### src/verilog/lwdt_pkg.sv
package lwdt_pkg;
   // register map, byte addresses
   localparam logic [11:0] LWDT_CTRL_OFS = 12'h000;
   localparam logic [11:0] LWDT_RESTART_OFS = 12'h004;
   localparam logic [11:0] LWDT_STAT_OFS = 12'h008;
   // control and status field positions
   localparam int LWDT_CTRL_EN_BIT = 0;
   localparam int LWDT_CTRL_LOCK_BIT = 1;
   localparam int LWDT_CTRL_SEL_LSB = 4;
   localparam int LWDT_SEL_W = 3;
   localparam int LWDT_STAT_CAUSED_BIT = 31;
   // restart key in the low byte of a restart write
   localparam logic [7:0] LWDT_RESTART_KEY = 8'hA5;
   localparam logic [LWDT_SEL_W-1:0] LWDT_SEL_MAX = 3'h7;
   localparam logic LWDT_EN_RST = 1'b1;
   localparam logic LWDT_LOCK_RST = 1'b0;
   // slow oscillator: 80 kHz tick from 100 MHz core clock
   localparam int LWDT_CORE_HZ = 100_000_000;
   localparam int LWDT_SLOW_HZ = 80_000;
   localparam int LWDT_TICK_CYC = LWDT_CORE_HZ / LWDT_SLOW_HZ;
   localparam int LWDT_PRE_W = 11;
   // interval = 2^(LWDT_BASE_EXP + sel) slow-oscillator ticks
   localparam int LWDT_BASE_EXP = 6;
   localparam int LWDT_CNT_W = 14;
   localparam int LWDT_RST_CYC = 16;
   localparam int LWDT_RPULSE_W = 5;
endpackage : lwdt_pkg

### src/verilog/lwdt_top.sv
// Summary of operation
// - the supervision timer counter advances on slow oscillator ticks of 80 kHz.
// - an overflow of the counter asserts the chip-wide reset request.
// - after reset the timer is enabled, counting, at the longest interval.
// - while unlocked, software may clear the enable to stop timeouts.
// - once locked, writes that disable or reconfigure are ignored until reset.
// - the watchdog reset drives only internal reset, never the external pin.
module lwdt_top
(
   input wire logic i_core_clk,
   input wire logic i_rst_n,
   input wire logic i_psel,
   input wire logic i_penable,
   input wire logic i_pwrite,
   input wire logic [11:0] i_paddr,
   input wire logic [31:0] i_pwdata,
   input wire logic [3:0] i_pstrb,
   output logic [31:0] o_prdata,
   output logic o_pready,
   output logic o_pslverr,
   output logic o_int_rst_req,
   output logic o_wdt_caused
);
   import lwdt_pkg::*;

   localparam logic [LWDT_PRE_W-1:0] PRE_LAST = LWDT_PRE_W'(LWDT_TICK_CYC - 1);
   localparam logic [LWDT_RPULSE_W-1:0] RP_LEN = LWDT_RPULSE_W'(LWDT_RST_CYC);

   typedef struct packed
   {
      logic en;
      logic lock;
      logic [LWDT_SEL_W-1:0] sel;
      logic [LWDT_PRE_W-1:0] pre;
      logic [LWDT_CNT_W-1:0] cnt;
      logic [LWDT_RPULSE_W-1:0] rp;
      logic caused;
      logic req;
      logic [31:0] prdata;
      logic pready;
      logic pslverr;
   } lwdt_state_s;

   lwdt_state_s s_reg;
   lwdt_state_s s_next;

   // interval length in slow ticks for a select code
   function automatic logic [LWDT_CNT_W-1:0] limit_of
   (
      input logic [LWDT_SEL_W-1:0] sel
   );
      limit_of = LWDT_CNT_W'(1) << (LWDT_BASE_EXP + 32'(sel));
   endfunction : limit_of

   function automatic logic addr_ok
   (
      input logic [11:0] a
   );
      case (a)
         LWDT_CTRL_OFS,
         LWDT_RESTART_OFS,
         LWDT_STAT_OFS:
         begin
            addr_ok = 1'b1;
         end
         default:
         begin
            addr_ok = 1'b0;
         end
      endcase
   endfunction : addr_ok

   // write that lands in the access phase of a transfer to one offset
   function automatic logic wr_hit
   (
      input logic acc_ph,
      input logic wr,
      input logic [3:0] strb,
      input logic [11:0] a,
      input logic [11:0] ofs
   );
      wr_hit = acc_ph && wr && strb[0] && (a == ofs);
   endfunction : wr_hit

   // read data is taken from the state in the setup cycle
   function automatic logic [31:0] read_word
   (
      input logic [11:0] a,
      input lwdt_state_s st
   );
      logic [31:0] w;
      w = '0;
      case (a)
         LWDT_CTRL_OFS:
         begin
            w[LWDT_CTRL_EN_BIT] = st.en;
            w[LWDT_CTRL_LOCK_BIT] = st.lock;
            w[LWDT_CTRL_SEL_LSB +: LWDT_SEL_W] = st.sel;
         end
         LWDT_STAT_OFS:
         begin
            w[LWDT_CNT_W-1:0] = st.cnt;
            w[LWDT_STAT_CAUSED_BIT] = st.caused;
         end
         default:
         begin
            w = '0;
         end
      endcase
      read_word = w;
   endfunction : read_word

   logic setup;
   logic acc;
   logic tick;
   logic wr_ctrl;
   logic wr_restart;
   logic ctrl_ok;

   always_comb
   begin
      setup = i_psel && !i_penable;
      acc = i_psel && i_penable && s_reg.pready;
      tick = (s_reg.pre == PRE_LAST);
      wr_ctrl = wr_hit(acc, i_pwrite, i_pstrb, i_paddr, LWDT_CTRL_OFS);
      wr_restart = wr_hit(acc, i_pwrite, i_pstrb, i_paddr, LWDT_RESTART_OFS)
         && (i_pwdata[$bits(LWDT_RESTART_KEY)-1:0] == LWDT_RESTART_KEY);
      ctrl_ok = wr_ctrl && !s_reg.lock;

      s_next = s_reg;
      s_next.pready = 1'b0;
      s_next.pslverr = 1'b0;
      // free-running prescaler stands in for the slow oscillator
      s_next.pre = tick ? '0 : s_reg.pre + 1'b1;
      if (s_reg.rp != '0)
      begin
         s_next.rp = s_reg.rp - 1'b1;
      end

      // a set lock also forces the enable, so a locked timer is never off
      if (ctrl_ok)
      begin
         s_next.en = i_pwdata[LWDT_CTRL_EN_BIT];
         s_next.lock = i_pwdata[LWDT_CTRL_LOCK_BIT];
         if (i_pwdata[LWDT_CTRL_LOCK_BIT])
         begin
            s_next.en = 1'b1;
         end
         s_next.sel = i_pwdata[LWDT_CTRL_SEL_LSB +: LWDT_SEL_W];
         s_next.cnt = '0;
      end

      // a restart or accepted control write wins over a tick in the same cycle
      if (wr_restart || ctrl_ok)
      begin
         s_next.cnt = '0;
      end
      // counting pauses while the reset request stands
      else if (s_reg.en && tick && s_reg.rp == '0)
      begin
         if (s_reg.cnt + 1'b1 >= limit_of(s_reg.sel))
         begin
            s_next.cnt = '0;
            s_next.rp = RP_LEN;
            s_next.caused = 1'b1;
         end
         else
         begin
            s_next.cnt = s_reg.cnt + 1'b1;
         end
      end
      if (s_reg.rp == LWDT_RPULSE_W'(1))
      begin
         // internal reset restores defaults, apart from the cause flag
         s_next.en = LWDT_EN_RST;
         s_next.lock = LWDT_LOCK_RST;
         s_next.sel = LWDT_SEL_MAX;
         s_next.cnt = '0;
      end

      // the answer comes in the next cycle: the access phase never waits
      if (setup)
      begin
         s_next.pready = 1'b1;
         s_next.pslverr = !addr_ok(i_paddr);
         s_next.prdata = read_word(i_paddr, s_reg);
      end

      // a new overflow wins over a status read in the same cycle
      if (acc && !i_pwrite && i_paddr == LWDT_STAT_OFS)
      begin
         s_next.caused = 1'b0;
      end
      if (s_reg.rp == '0 && s_next.rp != '0)
      begin
         s_next.caused = 1'b1;
      end
      s_next.req = (s_next.rp != '0);
   end

   always_ff @(posedge i_core_clk)
   begin
      if (!i_rst_n)
      begin
         s_reg <= '0;
         s_reg.en <= LWDT_EN_RST;
         s_reg.lock <= LWDT_LOCK_RST;
         s_reg.sel <= LWDT_SEL_MAX;
      end
      else
      begin
         s_reg <= s_next;
      end
   end

   assign o_prdata = s_reg.prdata;
   assign o_pready = s_reg.pready;
   assign o_pslverr = s_reg.pslverr;
   assign o_int_rst_req = s_reg.req;
   assign o_wdt_caused = s_reg.caused;
endmodule : lwdt_top

### config.mk
export PLATFORM = sky130hd
export DESIGN_NAME = lwdt_top
export DESIGN_NICKNAME = d
export VERILOG_FILES = /design/src/verilog/lwdt_pkg.sv /design/src/verilog/lwdt_top.sv
export SDC_FILE = /design/constraint.sdc
export NUM_CORES = 1
export LEC_CHECK = 0
export BUFFER_PORTS_ARGS = -buffer_cell sky130_fd_sc_hd__buf_2
export CAP_MARGIN = 15
export CORE_MARGIN = 1.5
export CORE_UTILIZATION = 24
export DETAILED_ROUTE_END_ITERATION = 12
export GPL_ROUTABILITY_DRIVEN = 1
export GPL_TIMING_DRIVEN = 0
export HOLD_SLACK_MARGIN = 0.1
export MAX_ROUTING_LAYER = met4
export SLEW_MARGIN = 20
export SYNTH_ARGS = -nofsm -noshare
export SYNTH_HDL_FRONTEND = slang
export SYNTH_SLANG_ARGS = --single-unit
### constraint.sdc
create_clock -name i_core_clk -period 8.45 [get_ports i_core_clk]
set_input_delay 2.535 -clock i_core_clk [delete_from_list [all_inputs] [get_ports i_core_clk]]
set_output_delay 2.535 -clock i_core_clk [all_outputs]
set_load 0.02 [all_outputs]
==> metrics <==
CTS Hold Bufs 0; Post-synth top cells nor2_1 (56), dfxtp_1 (54), nand2_1 (35); Hold Path Class flop to flop; Slew Viols, Final 0; Ys Warns 0; post-CTS sizing 0; # rows 42; Comb power frac 0.203; Final TNS setup 0 ps; Clock power frac 0.332; clk buf depth 2; Via density ~4.4; residual DRC count 0; Area contributors post-synth dfxtp_1 (34%), ha_1 (7.8%), buf_4 (7.5%); initial antenna violation count 0; prevailing post-synth register cell dfxtp_1; Setup crit start kind primary input; routed len/inst 11.0 um; drt pass-1 iters 4; worst slew pin tran 626 ps; R2R Setup Slk 4610 ps; vias in the first global route 2,580; Crit Path Category primary input to flop; Distinct cells, synth 45; die area 0.0141 mm^2; die height 119 um; Clk pin slew, worst setup/hold paths ~70 ps; fin crit share 0.499; Maximum Capacitance Violations 0; peak supply drop 82.2 uV; Synth top area share 0.335; layout cell share with drive strength beyond 1 0.240; hold depth 1; first-pass GRT wire length around 12 mm; Worst Setup End Kind flop; ys async rst share 0; io pins 89; CTS tree done; Synth Cell Area 0.00322 mm^2; WP data required 8620 ps; n_diodes 0; Power, Total 601 uW; unrepaired setup endpoints after global routing false; leakage power 0.00168 uW; hold_sp s_reg[55]; # fillers 1,369; reg2reg end o_wdt_caused; Nets 540; final hold viol count 0; area taken by multi-input logic gates 0.00187 mm^2; final setup violation count 0; Slew Limit Headroom 0.579; Final HPWL DP 5.74 mm; insertion delay to the later sink of the worst-skew pair 290 ps; Global Route Usage Sum 0.104; Die W between 100 and 150 um; Switching Share 0.294; sequential share of the synthesized area 0.335; worst hold endpoint s_reg[55]; Area Growth Syn to Fin 19.7%; pwr/cell area 156 mW/mm^2; status finished clean; skew final 7.08 ps; Max Fanout on Critical Path 10; synthesized flop and latch total 54; Post-Synthesis Cells 401; H-Tree Depth 2; GRT overflow 0; fmax 237 MHz; Reg-to-Reg Start s_reg[41]; largest net degree at the start of global routing 17; max reg flops 35; fin crit period 4210 ps; first-iteration detailed-routing DRC count 142; Int Pwr roughly 420 uW; Root Driver clkbuf_16; RD Place Congestion just under 1; largest area contributor in the netlist dfxtp_1; post-CTS setup buffers 0; Routed Antenna Nets 0; port buffer count 43; Post-synth EDFFs 0; Reg power frac 0.465; vias between 2k and 3k; critical path data arrival time 4380 ps; final WL 7.06 mm; sw power 176 uW; Clock Sink Count 54; cells on worst reg2reg path 13; TritonCTS Buffers 5; syn avg cell area ~8.0 um^2; register area between 0.001 and 0.0015 mm^2; most numerous cell in the Yosys netlist nor2_1; Core Area 0.0132 mm^2; Initial Util 0.244
[cell usage in the layout (no fill, tap or decap), types with 2 or more instances in the layout]
cell and count:
o21ai_2 6, and3_1 10, nand4_1 8, buf_2 44, ha_1 20, o21ai_0 7, a31oi_1 2, a22oi_1 13
o21a_1 2, buf_4 32, xnor2_1 8, nor4_1 4, inv_1 10, xor2_1 5, mux2i_1 6, o211ai_1 3
nand3_1 22, conb_1 17, nor3_1 9, a21o_1 2, nor2_1 56, clkbuf_16 5, nor2b_1 12, a21oi_1 19
a21oi_2 7, and2_1 4, nand2b_1 3, dfxtp_1 54, or3_1 5, clkbuf_1 11, or2_2 10, nand2_1 35
[power by group through the flow]
stage | clock (uW) | sequential [uW] | combinational [uW]
after global placement | 0 | 285 | 118
final | 199 | 280 | 122
after floorplan | 0 | 289 | 86.2
after detailed placement | 0 | 285 | 121
after global routing | 215 | 281 | 136
after CTS | 204 | 280 | 122
[final cells by class]
type | instances | area share
Tap cell | 176 | 0.0571
Clock inverter | 2 | 0.00357
Inverter | 10 | 0.00973
Sequential cell | 54 | 0.280
Timing Repair Buffer | 43 | 0.0558
Buffer | 45 | 0.0772
Clock buffer | 5 | 0.0324
Multi-Input combinational cell | 308 | 0.484
[per-stage QoR]
step | setup WS (ps) | std cells | area [um^2] | util | hold slack [ps]
global placement | 3990 | 636 | 3720 | 0.282 | 465
floorplan | 4380 | 417 | 3280 | - | 445
global route | 4020 | 643 | 3860 | 0.293 | 516
finish | 4240 | 643 | 3860 | 0.293 | 480
CTS | 4260 | 643 | 3860 | 0.293 | 491
detailed placement | 3970 | 636 | 3720 | 0.282 | 474
[worst max-delay path by stage]
stage                      to  depth (start not counted)  slack (ps)        start
finish              s_reg[46]                          7        4240   i_paddr[3]
floorplan           s_reg[46]                          7        4380   i_paddr[3]
global route        s_reg[46]                          8        4020  i_paddr[11]
detailed placement  s_reg[45]                          7        3970   i_paddr[3]
CTS                 s_reg[46]                          7        4260   i_paddr[3]
global placement    s_reg[51]                          7        3990   i_paddr[3]
[layer usage]
layer / vias to the layer above / wire length (um) / global-route usage / part of all wire
met5: - / 0 / - / 0
met4: 0 / 140 / 0.0339 / 0.020
met3: 12 / 205 / 0.0115 / 0.029
met2: 51 / 3440 / 0.176 / 0.49
met1: 1306 / 3280 / 0.130 / 0.46
li1: 1472 / - / - / -
[critical path: stages]
cell	delay [ps]
clkbuf_1	220
or3_1	470
nor3_2	400
nor2_1	230
clkbuf_1	300
nand2_1	160
a21oi_2	60
[kinds of logic (layout without fill, tap and decap cells)]
group | Yosys count | count (layout) | synth area share
flip-flops | 54 | 54 | 0.335
other | 1 | 17 | 0.00116
AO/OA/AOI/OAI | 67 | 67 | 0.142
XOR/XNOR | 13 | 13 | 0.0353
buffers and inverters | 55 | 105 | 0.104
adder cells (fa/ha/maj) | 20 | 20 | 0.0776
multiplexers | 6 | 6 | 0.0186
AND/OR/NAND/NOR | 185 | 185 | 0.286
Note: power is estimated with default switching activity, not from simulation.
